==> config.mk <==
export PLATFORM = sky130hd
export DESIGN_NAME = ulf_top
export DESIGN_NICKNAME = d
export VERILOG_FILES = /design/src/ulf_pkg.sv /design/src/ulf_fmt_if.sv /design/src/ulf_tx.sv /design/src/ulf_rx.sv /design/src/ulf_top.sv
export SDC_FILE = /design/constraint.sdc
export NUM_CORES = 1
export LEC_CHECK = 0
export BUFFER_PORTS_ARGS = -buffer_cell sky130_fd_sc_hd__buf_4
export CAP_MARGIN = 20
export CORE_MARGIN = 4
export CORE_UTILIZATION = 36
export DETAILED_ROUTE_END_ITERATION = 7
export SYNTH_ARGS = -nofsm -noshare
export SYNTH_HDL_FRONTEND = slang
export SYNTH_SLANG_ARGS = --single-unit
==> constraint.sdc <==
create_clock -name clk -period 3 [get_ports clk]
set_input_delay 0.15 -clock clk [delete_from_list [all_inputs] [get_ports clk]]
set_output_delay 0.15 -clock clk [all_outputs]
set_load 0.05 [all_outputs]
==> src/ulf_pkg.sv <==
// constants and helpers shared by the line format control block
`default_nettype none
package ulf_pkg;
    // register byte offsets
    localparam logic [7:0] ULF_OFS_LFC  = 8'h00;
    localparam logic [7:0] ULF_OFS_TXD  = 8'h04;
    localparam logic [7:0] ULF_OFS_RXD  = 8'h08;
    localparam logic [7:0] ULF_OFS_DIV  = 8'h0C;
    localparam logic [7:0] ULF_OFS_EFR  = 8'h10;
    localparam logic [7:0] ULF_OFS_IST  = 8'h14;
    localparam logic [7:0] ULF_OFS_IMSK = 8'h18;
    // line_format_control fields
    localparam int ULF_B_DLAB  = 7;
    localparam int ULF_B_BRK   = 6;
    localparam int ULF_B_STICK = 5;
    localparam int ULF_B_EVEN  = 4;
    localparam int ULF_B_PEN   = 3;
    localparam int ULF_B_STOP  = 2;
    localparam int ULF_B_WL_HI = 1;
    localparam int ULF_B_WL_LO = 0;
    // receive data register status fields
    localparam int ULF_B_RX_PERR = 8;
    localparam int ULF_B_RX_FERR = 9;
    localparam int ULF_B_TX_BUSY = 10;
    // event bits of status and mask registers
    localparam int ULF_EV_TXDONE = 0;
    localparam int ULF_EV_RXDONE = 1;
    localparam int ULF_EV_PERR   = 2;
    localparam int ULF_EV_FERR   = 3;
    localparam int ULF_EV_N      = 4;
    // reset values
    localparam logic [7:0]  ULF_RST_LFC = 8'h00;
    localparam logic [15:0] ULF_RST_DIV = 16'h0001;
    localparam logic [7:0]  ULF_RST_EFR = 8'h00;
    // bit timing in 16x oversample ticks
    localparam logic [5:0] ULF_TK_BIT  = 6'h10;
    localparam logic [5:0] ULF_TK_HALF = 6'h07;
    localparam logic [5:0] ULF_TK_S15  = 6'h18;
    localparam logic [5:0] ULF_TK_S2   = 6'h20;

    // parity bit over the configured data bits only
    function automatic logic ulf_par_bit(input logic [7:0] d, input logic [1:0] wl,
                                         input logic even, input logic stick);
        logic [7:0] m;
        m = 8'hFF >> (2'h3 - wl);
        if (stick)
            return ~even;
        return even ? ^(d & m) : ~^(d & m);
    endfunction : ulf_par_bit

    function automatic logic [5:0] ulf_stop_ticks(input logic stop, input logic [1:0] wl);
        if (!stop)
            return ULF_TK_BIT;
        return (wl == 2'h0) ? ULF_TK_S15 : ULF_TK_S2;
    endfunction : ulf_stop_ticks
endpackage : ulf_pkg
`default_nettype wire

==> src/ulf_fmt_if.sv <==
// character format and baud tick carried from the register file to tx and rx
`default_nettype none
interface ulf_fmt_if;
    logic [1:0] wlen;
    logic       stop2;
    logic       par_en;
    logic       par_even;
    logic       par_stick;
    logic       tick16;
    modport src (output wlen, stop2, par_en, par_even, par_stick, tick16);
    modport snk (input wlen, stop2, par_en, par_even, par_stick, tick16);
endinterface : ulf_fmt_if
`default_nettype wire

==> src/ulf_tx.sv <==
// serial transmitter following the configured character format
`default_nettype none
module ulf_tx
    import ulf_pkg::*;
(
    input  wire logic       clk,      // system clock
    input  wire logic       rst,      // sync reset
    ulf_fmt_if.snk          fmt,      // format and tick
    input  wire logic       start,    // one-cycle send request
    input  wire logic [7:0] data,     // character to send
    output logic            line,     // serial line before break
    output logic            busy,     // frame in progress
    output logic            done      // one-cycle frame end
);
    typedef enum logic [2:0] {
        TX_IDLE  = 3'b000,
        TX_START = 3'b001,
        TX_DATA  = 3'b011,
        TX_PAR   = 3'b010,
        TX_STOP  = 3'b110
    } ulf_txst_e;

    ulf_txst_e  state_reg;
    logic [5:0] tick_reg;
    logic [2:0] bit_reg;
    logic [7:0] shift_reg;
    logic [7:0] data_reg;
    logic       par_reg;
    logic [5:0] lim;
    logic       tick_end;

    assign lim      = (state_reg == TX_STOP) ? ulf_stop_ticks(fmt.stop2, fmt.wlen) : ULF_TK_BIT;
    assign tick_end = fmt.tick16 && (tick_reg == lim - 6'h01);

    always_ff @(posedge clk) begin
        done <= 1'b0;
        if (rst) begin
            state_reg <= TX_IDLE;
            tick_reg  <= 6'h00;
            bit_reg   <= 3'h0;
            shift_reg <= 8'h00;
            data_reg  <= 8'h00;
            par_reg   <= 1'b0;
            line      <= 1'b1;
            busy      <= 1'b0;
        end else begin
            if (fmt.tick16)
                tick_reg <= tick_end ? 6'h00 : tick_reg + 6'h01;
            unique case (state_reg)
                TX_IDLE: begin
                    tick_reg <= 6'h00;
                    if (start) begin
                        shift_reg <= data;
                        data_reg  <= data;
                        par_reg   <= ulf_par_bit(data, fmt.wlen, fmt.par_even, fmt.par_stick);
                        line      <= 1'b0;
                        busy      <= 1'b1;
                        state_reg <= TX_START;
                    end
                end
                TX_START: if (tick_end) begin
                    line      <= shift_reg[0];
                    bit_reg   <= 3'h0;
                    state_reg <= TX_DATA;
                end
                TX_DATA: if (tick_end) begin
                    if (bit_reg == 3'h4 + {1'b0, fmt.wlen}) begin
                        if (fmt.par_en) begin
                            line      <= par_reg;
                            state_reg <= TX_PAR;
                        end else begin
                            line      <= 1'b1;
                            state_reg <= TX_STOP;
                        end
                    end else begin
                        bit_reg   <= bit_reg + 3'h1;
                        shift_reg <= shift_reg >> 1;
                        line      <= shift_reg[1];
                    end
                end
                TX_PAR: if (tick_end) begin
                    line      <= 1'b1;
                    state_reg <= TX_STOP;
                end
                TX_STOP: if (tick_end) begin
                    busy      <= 1'b0;
                    done      <= 1'b1;
                    state_reg <= TX_IDLE;
                end
                default: state_reg <= TX_IDLE;
            endcase
        end
    end

    // helper: ticks spent in the stop state
    logic [5:0] stop_seen;
    always_ff @(posedge clk) begin
        if (rst || state_reg != TX_STOP)
            stop_seen <= 6'h00;
        else if (fmt.tick16)
            stop_seen <= stop_seen + 6'h01;
    end

    par_value_a: assert property (@(posedge clk) disable iff (rst)
        (state_reg == TX_PAR) |-> fmt.par_en && line == (fmt.par_stick ? ~fmt.par_even
            : (^(data_reg & (8'hFF >> (2'h3 - fmt.wlen))) ^ ~fmt.par_even)))
        else $error("parity bit value wrong");
    word_len_a: assert property (@(posedge clk) disable iff (rst)
        ($past(state_reg) == TX_DATA && state_reg != TX_DATA) |-> $past(bit_reg) == {1'b1, fmt.wlen})
        else $error("wrong number of data bits");
    par_order_a: assert property (@(posedge clk) disable iff (rst)
        ($past(state_reg) == TX_DATA && state_reg != TX_DATA)
        |-> state_reg == (fmt.par_en ? TX_PAR : TX_STOP))
        else $error("parity slot misplaced");
    stop_len_a: assert property (@(posedge clk) disable iff (rst)
        (state_reg == TX_STOP && tick_end) |-> stop_seen + 6'h01 ==
            (fmt.stop2 ? ((fmt.wlen == 2'h0) ? 6'h18 : 6'h20) : 6'h10))
        else $error("stop length wrong");
endmodule : ulf_tx
`default_nettype wire

==> src/ulf_rx.sv <==
// serial receiver with parity and stop checking
`default_nettype none
module ulf_rx
    import ulf_pkg::*;
(
    input  wire logic       clk,      // system clock
    input  wire logic       rst,      // sync reset
    ulf_fmt_if.snk          fmt,      // format and tick
    input  wire logic       rxd,      // serial input
    output logic [7:0]      data,     // received character
    output logic            par_err,  // parity mismatch of last character
    output logic            frm_err,  // stop bit low on last character
    output logic            done      // one-cycle character end
);
    typedef enum logic [2:0] {
        RX_IDLE  = 3'b000,
        RX_START = 3'b001,
        RX_DATA  = 3'b011,
        RX_PAR   = 3'b010,
        RX_STOP  = 3'b110
    } ulf_rxst_e;

    ulf_rxst_e  state_reg;
    logic [5:0] tick_reg;
    logic [2:0] bit_reg;
    logic       perr_reg;
    logic       mid;

    // sampling when the counter reads 15, 16 ticks after the start-bit centre, lands mid bit
    assign mid = fmt.tick16 && (tick_reg == ULF_TK_BIT - 6'h01);

    always_ff @(posedge clk) begin
        done <= 1'b0;
        if (rst) begin
            state_reg <= RX_IDLE;
            tick_reg  <= 6'h00;
            bit_reg   <= 3'h0;
            perr_reg  <= 1'b0;
            data      <= 8'h00;
            par_err   <= 1'b0;
            frm_err   <= 1'b0;
        end else begin
            if (fmt.tick16)
                tick_reg <= mid ? 6'h00 : tick_reg + 6'h01;
            unique case (state_reg)
                RX_IDLE: begin
                    tick_reg <= 6'h00;
                    if (fmt.tick16 && !rxd)
                        state_reg <= RX_START;
                end
                RX_START: if (fmt.tick16 && tick_reg == ULF_TK_HALF) begin
                    // a glitch shorter than half a bit is dropped
                    tick_reg  <= 6'h00;
                    bit_reg   <= 3'h0;
                    perr_reg  <= 1'b0;
                    data      <= 8'h00;
                    state_reg <= rxd ? RX_IDLE : RX_DATA;
                end
                RX_DATA: if (mid) begin
                    data[bit_reg] <= rxd;
                    bit_reg       <= bit_reg + 3'h1;
                    if (bit_reg == 3'h4 + {1'b0, fmt.wlen})
                        state_reg <= fmt.par_en ? RX_PAR : RX_STOP;
                end
                RX_PAR: if (mid) begin
                    perr_reg  <= rxd != ulf_par_bit(data, fmt.wlen, fmt.par_even,
                                                    fmt.par_stick);
                    state_reg <= RX_STOP;
                end
                RX_STOP: if (mid) begin
                    par_err   <= perr_reg;
                    frm_err   <= !rxd;
                    done      <= 1'b1;
                    state_reg <= RX_IDLE;
                end
                default: state_reg <= RX_IDLE;
            endcase
        end
    end

    par_check_a: assert property (@(posedge clk) disable iff (rst)
        ($past(state_reg) == RX_DATA && state_reg == RX_STOP) |-> !fmt.par_en ##1 !perr_reg)
        else $error("parity checked while disabled");
endmodule : ulf_rx
`default_nettype wire

==> src/ulf_top.sv <==
// line format control for one serial channel, with apb registers
`default_nettype none
////////////////////////////////////////////////////////////////////////////////
// Contract
// - bit 7 opens divisor and enhanced registers
// - bit 6 holds transmit line low
// - bit 3 adds a parity bit
// - receiver checks parity when enabled
// - bit 4 picks even or odd parity
// - bit 5 forces parity to inverse of bit 4
// - bit 2 gives one, 1.5 or two stops
// - bits 1:0 give five to eight data bits
// - all format bits reset to zero
module ulf_top
    import ulf_pkg::*;
(
    input  wire logic        clk,      // 50 MHz system clock
    input  wire logic        rst,      // sync reset, active high
    input  wire logic        psel,     // apb select
    input  wire logic        penable,  // apb access phase
    input  wire logic        pwrite,   // apb write
    input  wire logic [7:0]  paddr,    // apb byte address
    input  wire logic [31:0] pwdata,   // apb write data
    output logic      [31:0] prdata,   // apb read data
    output logic             pready,   // apb ready
    output logic             pslverr,  // apb error
    input  wire logic        rxd,      // serial input
    output logic             txd,      // serial output
    output logic             irq       // level interrupt
);
    ////////////////////////////////////////////////////////////////////////////
    // registers and wiring
    logic [7:0]          lfc_reg;
    logic [15:0]         div_reg;
    logic [7:0]          efr_reg;
    logic [ULF_EV_N-1:0] ist_reg;
    logic [ULF_EV_N-1:0] imsk_reg;
    logic [15:0]         div_cnt_reg;
    logic                tick_reg;
    logic                tx_start_reg;
    logic [7:0]          tx_data_reg;
    logic                tx_line;
    logic                tx_busy;
    logic                tx_done;
    logic [7:0]          rx_data;
    logic                rx_perr;
    logic                rx_ferr;
    logic                rx_done;
    logic [16:0]         cnt_inc;
    logic                dlab;
    logic                setup;
    logic                acc;
    logic                wr;
    logic                hidden;
    logic                mapped;
    logic [31:0]         rd_next;
    logic [ULF_EV_N-1:0] ev;

    ulf_fmt_if fmt ();

    assign dlab = lfc_reg[ULF_B_DLAB];
    assign fmt.wlen      = lfc_reg[ULF_B_WL_HI:ULF_B_WL_LO];
    assign fmt.stop2     = lfc_reg[ULF_B_STOP];
    assign fmt.par_en    = lfc_reg[ULF_B_PEN];
    // with parity off the sub-blocks never look at even and stick
    assign fmt.par_even  = lfc_reg[ULF_B_EVEN];
    assign fmt.par_stick = lfc_reg[ULF_B_STICK];
    assign fmt.tick16    = tick_reg;

    ////////////////////////////////////////////////////////////////////////////
    // apb decode: answer in the first access cycle
    assign setup  = psel && !penable;
    assign acc    = psel && penable && pready;
    assign wr     = acc && pwrite;
    // divisor and enhanced registers vanish from the map while bit 7 is low
    assign hidden = (paddr == ULF_OFS_DIV || paddr == ULF_OFS_EFR) && !dlab;
    assign mapped = !hidden && (paddr == ULF_OFS_LFC || paddr == ULF_OFS_TXD ||
                    paddr == ULF_OFS_RXD || paddr == ULF_OFS_DIV ||
                    paddr == ULF_OFS_EFR || paddr == ULF_OFS_IST ||
                    paddr == ULF_OFS_IMSK);

    always_comb begin
        rd_next = 32'h0000_0000;
        unique case (paddr)
            ULF_OFS_LFC:  rd_next[7:0] = lfc_reg;
            ULF_OFS_RXD: begin
                rd_next[7:0]          = rx_data;
                rd_next[ULF_B_RX_PERR] = rx_perr;
                rd_next[ULF_B_RX_FERR] = rx_ferr;
                rd_next[ULF_B_TX_BUSY] = tx_busy;
            end
            ULF_OFS_DIV:  if (dlab) rd_next[15:0] = div_reg;
            ULF_OFS_EFR:  if (dlab) rd_next[7:0] = efr_reg;
            ULF_OFS_IST:  rd_next[ULF_EV_N-1:0] = ist_reg;
            ULF_OFS_IMSK: rd_next[ULF_EV_N-1:0] = imsk_reg;
            default:      rd_next = 32'h0000_0000;
        endcase
    end

    always_ff @(posedge clk) begin
        if (rst) begin
            pready  <= 1'b0;
            pslverr <= 1'b0;
            prdata  <= 32'h0000_0000;
        end else begin
            pready  <= setup;
            pslverr <= setup && !mapped;
            if (setup)
                prdata <= (mapped && !pwrite) ? rd_next : 32'h0000_0000;
        end
    end

    ////////////////////////////////////////////////////////////////////////////
    // format register
    always_ff @(posedge clk) begin
        if (rst)
            lfc_reg <= ULF_RST_LFC;
        else if (wr && paddr == ULF_OFS_LFC)
            lfc_reg <= pwdata[7:0];
    end

    always_ff @(posedge clk) begin
        if (rst) begin
            div_reg <= ULF_RST_DIV;
            efr_reg <= ULF_RST_EFR;
        end else if (wr && dlab) begin
            if (paddr == ULF_OFS_DIV)
                div_reg <= pwdata[15:0];
            if (paddr == ULF_OFS_EFR)
                efr_reg <= pwdata[7:0];
        end
    end

    ////////////////////////////////////////////////////////////////////////////
    // 16x baud tick; divisor 0 behaves as 1
    assign cnt_inc = {1'b0, div_cnt_reg} + 17'h0_0001;

    always_ff @(posedge clk) begin
        if (rst) begin
            div_cnt_reg <= 16'h0000;
            tick_reg    <= 1'b0;
        end else if (cnt_inc >= {1'b0, div_reg}) begin
            div_cnt_reg <= 16'h0000;
            tick_reg    <= 1'b1;
        end else begin
            div_cnt_reg <= cnt_inc[15:0];
            tick_reg    <= 1'b0;
        end
    end

    ////////////////////////////////////////////////////////////////////////////
    // transmit request: a write while busy is dropped
    always_ff @(posedge clk) begin
        if (rst) begin
            tx_start_reg <= 1'b0;
            tx_data_reg  <= 8'h00;
        end else begin
            tx_start_reg <= wr && paddr == ULF_OFS_TXD && !tx_busy && !tx_start_reg;
            if (wr && paddr == ULF_OFS_TXD && !tx_busy && !tx_start_reg)
                tx_data_reg <= pwdata[7:0];
        end
    end

    ulf_tx u_tx (
        .clk   (clk),
        .rst   (rst),
        .fmt   (fmt.snk),
        .start (tx_start_reg),
        .data  (tx_data_reg),
        .line  (tx_line),
        .busy  (tx_busy),
        .done  (tx_done)
    );

    ulf_rx u_rx (
        .clk     (clk),
        .rst     (rst),
        .fmt     (fmt.snk),
        .rxd     (rxd),
        .data    (rx_data),
        .par_err (rx_perr),
        .frm_err (rx_ferr),
        .done    (rx_done)
    );

    ////////////////////////////////////////////////////////////////////////////
    // line output; break overrides whatever the transmitter is doing
    always_ff @(posedge clk) begin
        if (rst)
            txd <= 1'b1;
        else
            txd <= lfc_reg[ULF_B_BRK] ? 1'b0 : tx_line;
    end

    ////////////////////////////////////////////////////////////////////////////
    // events, write one to clear; a new event beats a clear in the same cycle
    always_comb begin
        ev                = '0;
        ev[ULF_EV_TXDONE] = tx_done;
        ev[ULF_EV_RXDONE] = rx_done;
        ev[ULF_EV_PERR]   = rx_done && rx_perr;
        ev[ULF_EV_FERR]   = rx_done && rx_ferr;
    end

    always_ff @(posedge clk) begin
        if (rst)
            ist_reg <= '0;
        else if (wr && paddr == ULF_OFS_IST)
            ist_reg <= (ist_reg & ~pwdata[ULF_EV_N-1:0]) | ev;
        else
            ist_reg <= ist_reg | ev;
    end

    always_ff @(posedge clk) begin
        if (rst)
            imsk_reg <= '0;
        else if (wr && paddr == ULF_OFS_IMSK)
            imsk_reg <= pwdata[ULF_EV_N-1:0];
    end

    always_ff @(posedge clk) begin
        if (rst)
            irq <= 1'b0;
        else
            irq <= |(ist_reg & imsk_reg);
    end

    ////////////////////////////////////////////////////////////////////////////
    // checks
    brk_hold_a: assert property (@(posedge clk) disable iff (rst)
        lfc_reg[ULF_B_BRK] |=> !txd)
        else $error("break did not hold line low");
    dlab_hide_a: assert property (@(posedge clk) disable iff (rst)
        (setup && !dlab && paddr == ULF_OFS_DIV) |=> pslverr && prdata == 32'h0)
        else $error("divisor visible while hidden");
    fmt_reset_a: assert property (@(posedge clk)
        $past(rst) |-> lfc_reg == 8'h00 && !fmt.par_en && fmt.wlen == 2'h0)
        else $error("format not zero after reset");
    stick_par_a: assert property (@(posedge clk) disable iff (rst)
        (fmt.par_en && fmt.par_stick && u_tx.state_reg == 3'b010)
        |-> tx_line == !fmt.par_even)
        else $error("forced parity value wrong");

    // a hidden register must not change, not even on a read
    hidden_lock_a: assert property (
        @(posedge clk) disable iff (rst)
        (acc && !dlab && (paddr == ULF_OFS_DIV || paddr == ULF_OFS_EFR))
        |=> $stable(div_reg) && $stable(efr_reg))
        else $error("hidden register changed");

    dlab_open_a: assert property (
        @(posedge clk) disable iff (rst)
        (setup && dlab && !pwrite && paddr == ULF_OFS_EFR)
        |=> !pslverr && prdata == {24'h00_0000, $past(efr_reg)})
        else $error("enhanced read wrong");

    brk_release_a: assert property (
        @(posedge clk) disable iff (rst)
        !lfc_reg[ULF_B_BRK]
        |=> txd == $past(tx_line))
        else $error("line not from transmitter");

    wlen_write_a: assert property (
        @(posedge clk) disable iff (rst)
        (wr && paddr == ULF_OFS_LFC)
        |=> fmt.wlen == $past(pwdata[1:0]))
        else $error("word length not taken");

    perr_event_a: assert property (
        @(posedge clk) disable iff (rst)
        (rx_done && rx_perr)
        |=> ist_reg[ULF_EV_PERR])
        else $error("parity event lost");

    ev_wins_a: assert property (
        @(posedge clk) disable iff (rst)
        (|ev)
        |=> (ist_reg & $past(ev)) == $past(ev))
        else $error("event lost to clear");

    // irq trails the status and mask by one flop
    irq_level_a: assert property (
        @(posedge clk) disable iff (rst)
        1'b1
        |=> irq == $past(|(ist_reg & imsk_reg)))
        else $error("irq level wrong");

    // a master that holds penable must not see a second ready
    pready_pulse_a: assert property (
        @(posedge clk) disable iff (rst)
        pready
        |=> !pready)
        else $error("ready longer than one cycle");

    err_zero_a: assert property (
        @(posedge clk) disable iff (rst)
        (setup && !mapped)
        |=> pslverr && prdata == 32'h0000_0000)
        else $error("unmapped access not refused");
endmodule : ulf_top
`default_nettype wire

==> qor.yml, run 1 <==
antenna_found_initial: 0
fin_skew_ps: 14.9
synth-edff-count: 0
hpwlAfterDp_um: 12600
ctsRootBufferMaster: "clkbuf_16"
overflow: 0
cp-endpoint: "div_cnt_reg[15]"
worstPathMaxFanout: 11
nets: 923
pre_cts_slack_ps: 123
grt_pass1_wl_um: 28900
drive_gt1_frac: 0.152
synth_fa_ha_area_frac: 0.0378
grt_max_degree: 52
wl_per_cell_um: 15.7
synthSimpleGateAreaFrac: 0.238
clkTransAtPathRegs_ps: 60
num_vias: 5828
syn_avg_cell_area_um2: 8.64
cts_sinks: 134
max_freq_mhz: 354
setup_viol: 0
dpl.cell_count: 1088
rsz0062_at_grt: "no"
via_per_inst: 5.16
rows: 50
drt_iter0_drc: 362
reg2reg_slack_ps: 170
fin_tns_setup_ps: 0
post-route-period-util: 0.942
layout.cell_area.non_filler_um2: 8240
finalMaxSlewViolations: 0
n_antenna_cell: 0
wl_met3_um: 1060
synth_top_area_cell: "dfxtp_1"
synth-async-reset-ratio: 0
startpoint: "div_cnt_reg[4]"
drc: 0
seq_area_frac_synth: 0.386
synth_compound_area_frac: 0.152
maxUsedRoutingLayer: "met4"
final_core_util: 0.438
end_kind: "flop"
wl_met1_um: 8500
cts_max_path_buffers: 2
r2r-start: "div_cnt_reg[4]"
crit_path_start_kind: "flop"
max_cap_viol_count: 0
synthTopCellsByArea: "dfxtp_1, mux2i_1, nor2_1, nand2_1, ha_1"
layout.cells.non_filler: 1129
crit_type: "reg2reg"
ys.flop_type: "dfxtp_1"
synth.top_cell.area_share: 0.386
timing.final.ws_setup_ps: 175
routabilityCongestion: 0.829
drt_wl_total_um: 17700
tightest_slew_ps: 778
grt_pass1_vias: 5387
yosys.area_share.xor_xnor: 0.0479
ctsHtreeMaxLevel: 4
outcome: "complete, no violations"
firstDrtPassIters: 4
power_leakage_nw: 2.97
synth_top_family_by_area: "simple AND/OR/NAND/NOR gates"
power_density_nw_per_um2: 516
dieArea_um2: 21600
io_buffers: 49
ant_nets: 0
peakVddDrop_mv: 0.497
placed_cell_area_um2: 7480
synth_seq_cells: 134
cp.required_ps: 3330
r2r-end: "div_cnt_reg[15]"
die_w_um: 147
core_um2: 18800
dr_wl_met2_um: 7950
cts_tree: "built"
die_y_um: 147
synth_cell_types: 73
synth_cells: 804
clock_latency_ps: 430
hold_class: "in2reg"
area_growth_pct: 18.7
io_pins: 82
yosysWarnings: 0
netlist_area_um2: 6950
muxShareOfSynthArea: 0.0737
min_period_ps: 2830
rr_worst_depth: 13
grt.total_usage: 0.164
initial_core_util: 0.369
max_slew_margin: 0.478
cts_buffers: 17
worst_ep_arrival_time_ps: 3150
finalHoldViolCount: 0
## per-layer routing
| metal | vias to the layer above | track usage |
|---|---|---|
| met5 | - | 0 |
| met4 | 0 | 0.0401 |
| met3 | 15 | 0.0444 |
| met2 | 134 | 0.251 |
| met1 | 2730 | 0.232 |
| li1 | 2949 | - |
## per-stage QoR
step                      power (mW)  hold slack [ps]
after detailed placement        2.06              392
after floorplan                 2.01              278
final                           4.25             18.6
after CTS                       4.28             11.0
after global placement          2.06              385
after global routing            4.39             21.5
## synth_stat cells (all sizes together) (11+ instances only)
cell type,number
buf,26
a22oi,17
nand3,36
clkbuf,34
a21oi,44
nand2,84
nor2,94
and2,11
xnor2,28
dfxtp,134
mux2i,41
inv,20
nand4,13
o21ai,22
nor3,19
ha,21
## worst min-delay path by stage
| stage | to | slack (ps) | startpoint | cells after the start |
|---|---|---|---|---|
| 3_3_place_gp | div_reg[14] | 390 | pwdata[14] | 3 |
| 6_report | div_reg[4] | 20 | pwdata[4] | 3 |
| 5_1_grt | lfc_reg[5] | 20 | pwdata[5] | 3 |
| 2_1_floorplan | div_reg[0] | 280 | pwdata[0] | 2 |
| 4_1_cts | efr_reg[4] | 10 | pwdata[4] | 3 |
| 3_5_place_dp | div_reg[14] | 390 | pwdata[14] | 3 |
## placed cells by master, fill, tap and decap left out, types with 13 or more instances in the layout
cell type	netlist	layout
ha_1	21	20
a21oi_1	43	43
conb_1	1	16
a22oi_1	16	16
nor2_1	93	93
o21ai_0	21	21
mux2i_1	41	41
dfxtp_1	134	132
nand2_1	84	84
nand3_1	36	36
buf_4	17	70
inv_1	20	20
nor3_1	19	19
clkbuf_16	0	17
nand4_1	13	13
xnor2_1	28	27
## logic make-up (layout without fill, tap and decap cells)
kind of cell / count (synthesis) / count (layout)
AO/OA/AOI/OAI: 153 / 153
XOR/XNOR: 38 / 38
adder cells (fa/ha/maj): 21 / 21
buffers and inverters: 82 / 132
flip-flops: 134 / 134
multiplexers: 50 / 50
other: 1 / 16
AND/OR/NAND/NOR: 325 / 325
## power by group
group | internal [mW] | switching [mW] | leakage, nW
Sequential | 1.79 | 0.0174 | 1.08
Clock | 1.41 | 0.806 | 0.292
Combinational | 0.0753 | 0.154 | 1.60
Total | 3.27 | 0.978 | 2.97
## cell type report
class,instances,area (um^2)
timing repair buffer,79,616
fill,1860,10600
clock inverter,12,178
sequential,134,2690
clock buffer,20,447
tap,260,325
multi-input combinational,603,3910
inverter,21,78.8
## timing repair
item                                    4_1_cts  5_1_grt
endpoints found under the setup margin        0       13
resized for setup                             0       11
buffers inserted                              0        0
hold buffers                                  9        0
hold endpoints to repair                      9        0
## critical path, cell delays in order (launching register included)
cell,delay (ps)
dfxtp_1,350
and3_1,190
and3_4,190
and2_4,160
buf_4,110
nand2_1,50
xnor2_1,220
ha_1,290
a21o_1,160
a21oi_1,120
o21ai_0,110
o311a_1,320
buf_4,190
nor4bb_1,270
Note: power is estimated with default switching activity, not from simulation.
==> run 2: changes to the inputs <==
--- a/config.mk
+++ b/config.mk
@@ -7,7 +7,6 @@
 export LEC_CHECK = 0
 export BUFFER_PORTS_ARGS = -buffer_cell sky130_fd_sc_hd__buf_4
 export CAP_MARGIN = 20
-export CORE_MARGIN = 4
 export CORE_UTILIZATION = 36
 export DETAILED_ROUTE_END_ITERATION = 7
 export SYNTH_ARGS = -nofsm -noshare
==> run 2 against run 1 <==
Combinational power decreased by 2%. Setup slack better by 22 ps. Worst hold slack better by 5.0 ps. Clock power is 2% lower. First-iteration DRC count up 1.1%. Non-clock buffer count shrank 4. Global-route usage increased by 1.9 points. Critical path type unchanged.
==> qor.yml, run 2 (synthesis results as in run 1) <==
crit_path_cell_trace: "and3_1, and3_1, and2_2, nand4_1, xnor2_1, ha_1, a21o_1, a21o_1, a21oi_1, o21ai_0, o311a_1, buf_12, nor4b_2"
power_leakage_nw: 2.98
n_antenna_cell: 0
cp.required_ps: 3330
grt.total_usage: 0.183
crit_slowest_cell: "dfxtp_2"
wl_per_cell_um: 15.4
layout.cells.non_filler: 1125
r2r-start: "div_cnt_reg[3]"
timing.hold.worst.start: "pwdata[4]"
max_cap_viol_count: 0
finalPower_mw: 4.21
io_pins: 82
worst_ep_arrival_time_ps: 3140
drt_wl_total_um: 17400
max_slew_margin: 0.471
cts_buffers: 17
io_buffers: 49
whs_endpoint: "tx_data_reg[4]"
drt_iter0_drc: 366
area_growth_pct: 18.0
ant_nets: 0
rr_worst_depth: 13
hold_class: "in2reg"
final_core_util: 0.435
finalHoldViolCount: 0
setup_viol: 0
overflow: 0
finalMaxSlewViolations: 0
tightest_slew_ps: 788
r2r-end: "div_cnt_reg[1]"
drive_gt1_frac: 0.147
dieArea_um2: 19900
firstDrtPassIters: 5
min_period_ps: 2800
antenna_found_initial: 0
final_cell_mix: "dfxtp_1, nor2_1, nand2_1"
crit_buf_inv: 1
fin_skew_ps: 9.47
peakVddDrop_mv: 0.395
cts_max_path_buffers: 2
grt_max_degree: 60
num_vias: 5801
grt_pass1_wl_um: 28600
slowest_delay_ps: 360
cts_tree: "built"
ctsHtreeMaxLevel: 4
path_delay_family: "simple AND/OR/NAND/NOR gates"
end_kind: "flop"
via_per_inst: 5.16
routabilityCongestion: 0.832
placed_cell_area_um2: 7470
layout.cell_area.non_filler_um2: 8200
crit_type: "reg2reg"
reg2reg_slack_ps: 200
grt_pass1_vias: 5520
drc: 0
dpl.cell_count: 1085
max_freq_mhz: 357
rows: 50
cts_sinks: 134
crit_path_start_kind: "flop"
holdPathStages: 3
outcome: "complete, no violations"
die_y_um: 141
initial_core_util: 0.369
nets: 919
die_w_um: 141
clock_latency_ps: 420
worstPathMaxFanout: 17
power_density_nw_per_um2: 513
layout_commonest_cell: "dfxtp_1"
ctsRootBufferMaster: "clkbuf_16"
hpwlAfterDp_um: 12200
post-route-period-util: 0.934
clkTransAtPathRegs_ps: 60
core_um2: 18800
run 2: cell types whose count changed in the layout (fill, tap and decap cells not counted), moves of 2 or more:
cell      change
clkinv_2      +2
nor4bb_2      -2
clkbuf_1      -2
nor4bb_1      +2
buf_4         -4
clkbuf_8      +2
run 2: stage by stage:
stage | hold slack, ps | setup TNS, ps | setup WS (ps)
floorplan | 278 | 0 | 212
global placement | 387 | 0 | 156
detailed placement | 394 | 0 | 91.6
CTS | 7.26 | 0 | 4.40
global route | 21.5 | -1.99 | -1.99
finish | 23.6 | 0 | 197
run 2: where the power goes:
group | switching, mW | internal, mW
logic | 0.151 | 0.0733
clock network | 0.807 | 1.37
registers | 0.0171 | 1.79
run 2: cell type report:
cell class | instances | area (um^2)
clock buffers | 20 | 467
clock inverters | 12 | 150
fillers | 1879 | 10600
inverters | 21 | 78.8
flip-flops and latches | 134 | 2680
repair buffers | 75 | 596
well taps | 260 | 325
multi-input cells | 603 | 3900
run 2: how the worst max path moves through the flow:
stage               slack (ps)               to      startpoint  depth (start not counted)
floorplan                  210       fmt.tick16  div_cnt_reg[0]                         13
detailed placement          90  div_cnt_reg[11]  div_cnt_reg[0]                         12
global placement           160   div_cnt_reg[1]  div_cnt_reg[0]                         12
finish                     200   div_cnt_reg[1]  div_cnt_reg[3]                         13
global route                -2   div_cnt_reg[9]  div_cnt_reg[3]                         13
CTS                          4   div_cnt_reg[1]  div_cnt_reg[0]                         12
run 2: repair_timing:
action,4_1_cts,5_1_grt
hold buffers,8,0
endpoints found under the setup margin,0,10
resized for setup,0,6
setup buffers,0,0
hold endpoints to repair,8,0
run 2: worst reg2reg max path, cell delays in order, from the launching register on:
cell     delay, ps
dfxtp_2        360
and3_1         180
and3_1         190
and2_2         200
nand4_1        130
xnor2_1        160
ha_1           180
a21o_1         170
a21o_1         170
a21oi_1        130
o21ai_0        100
o311a_1        330
buf_12         160
nor4b_2        250
run 2: layer usage:
layer / global-route usage / wire, um / share of wire / vias to the layer above
li1: - / - / - / 2927
met1: 0.251 / 8500 / 0.49 / 2719
met2: 0.288 / 7870 / 0.45 / 137
met3: 0.0340 / 762 / 0.044 / 18
met4: 0.0629 / 225 / 0.013 / 0
met5: 0 / 0 / 0 / -
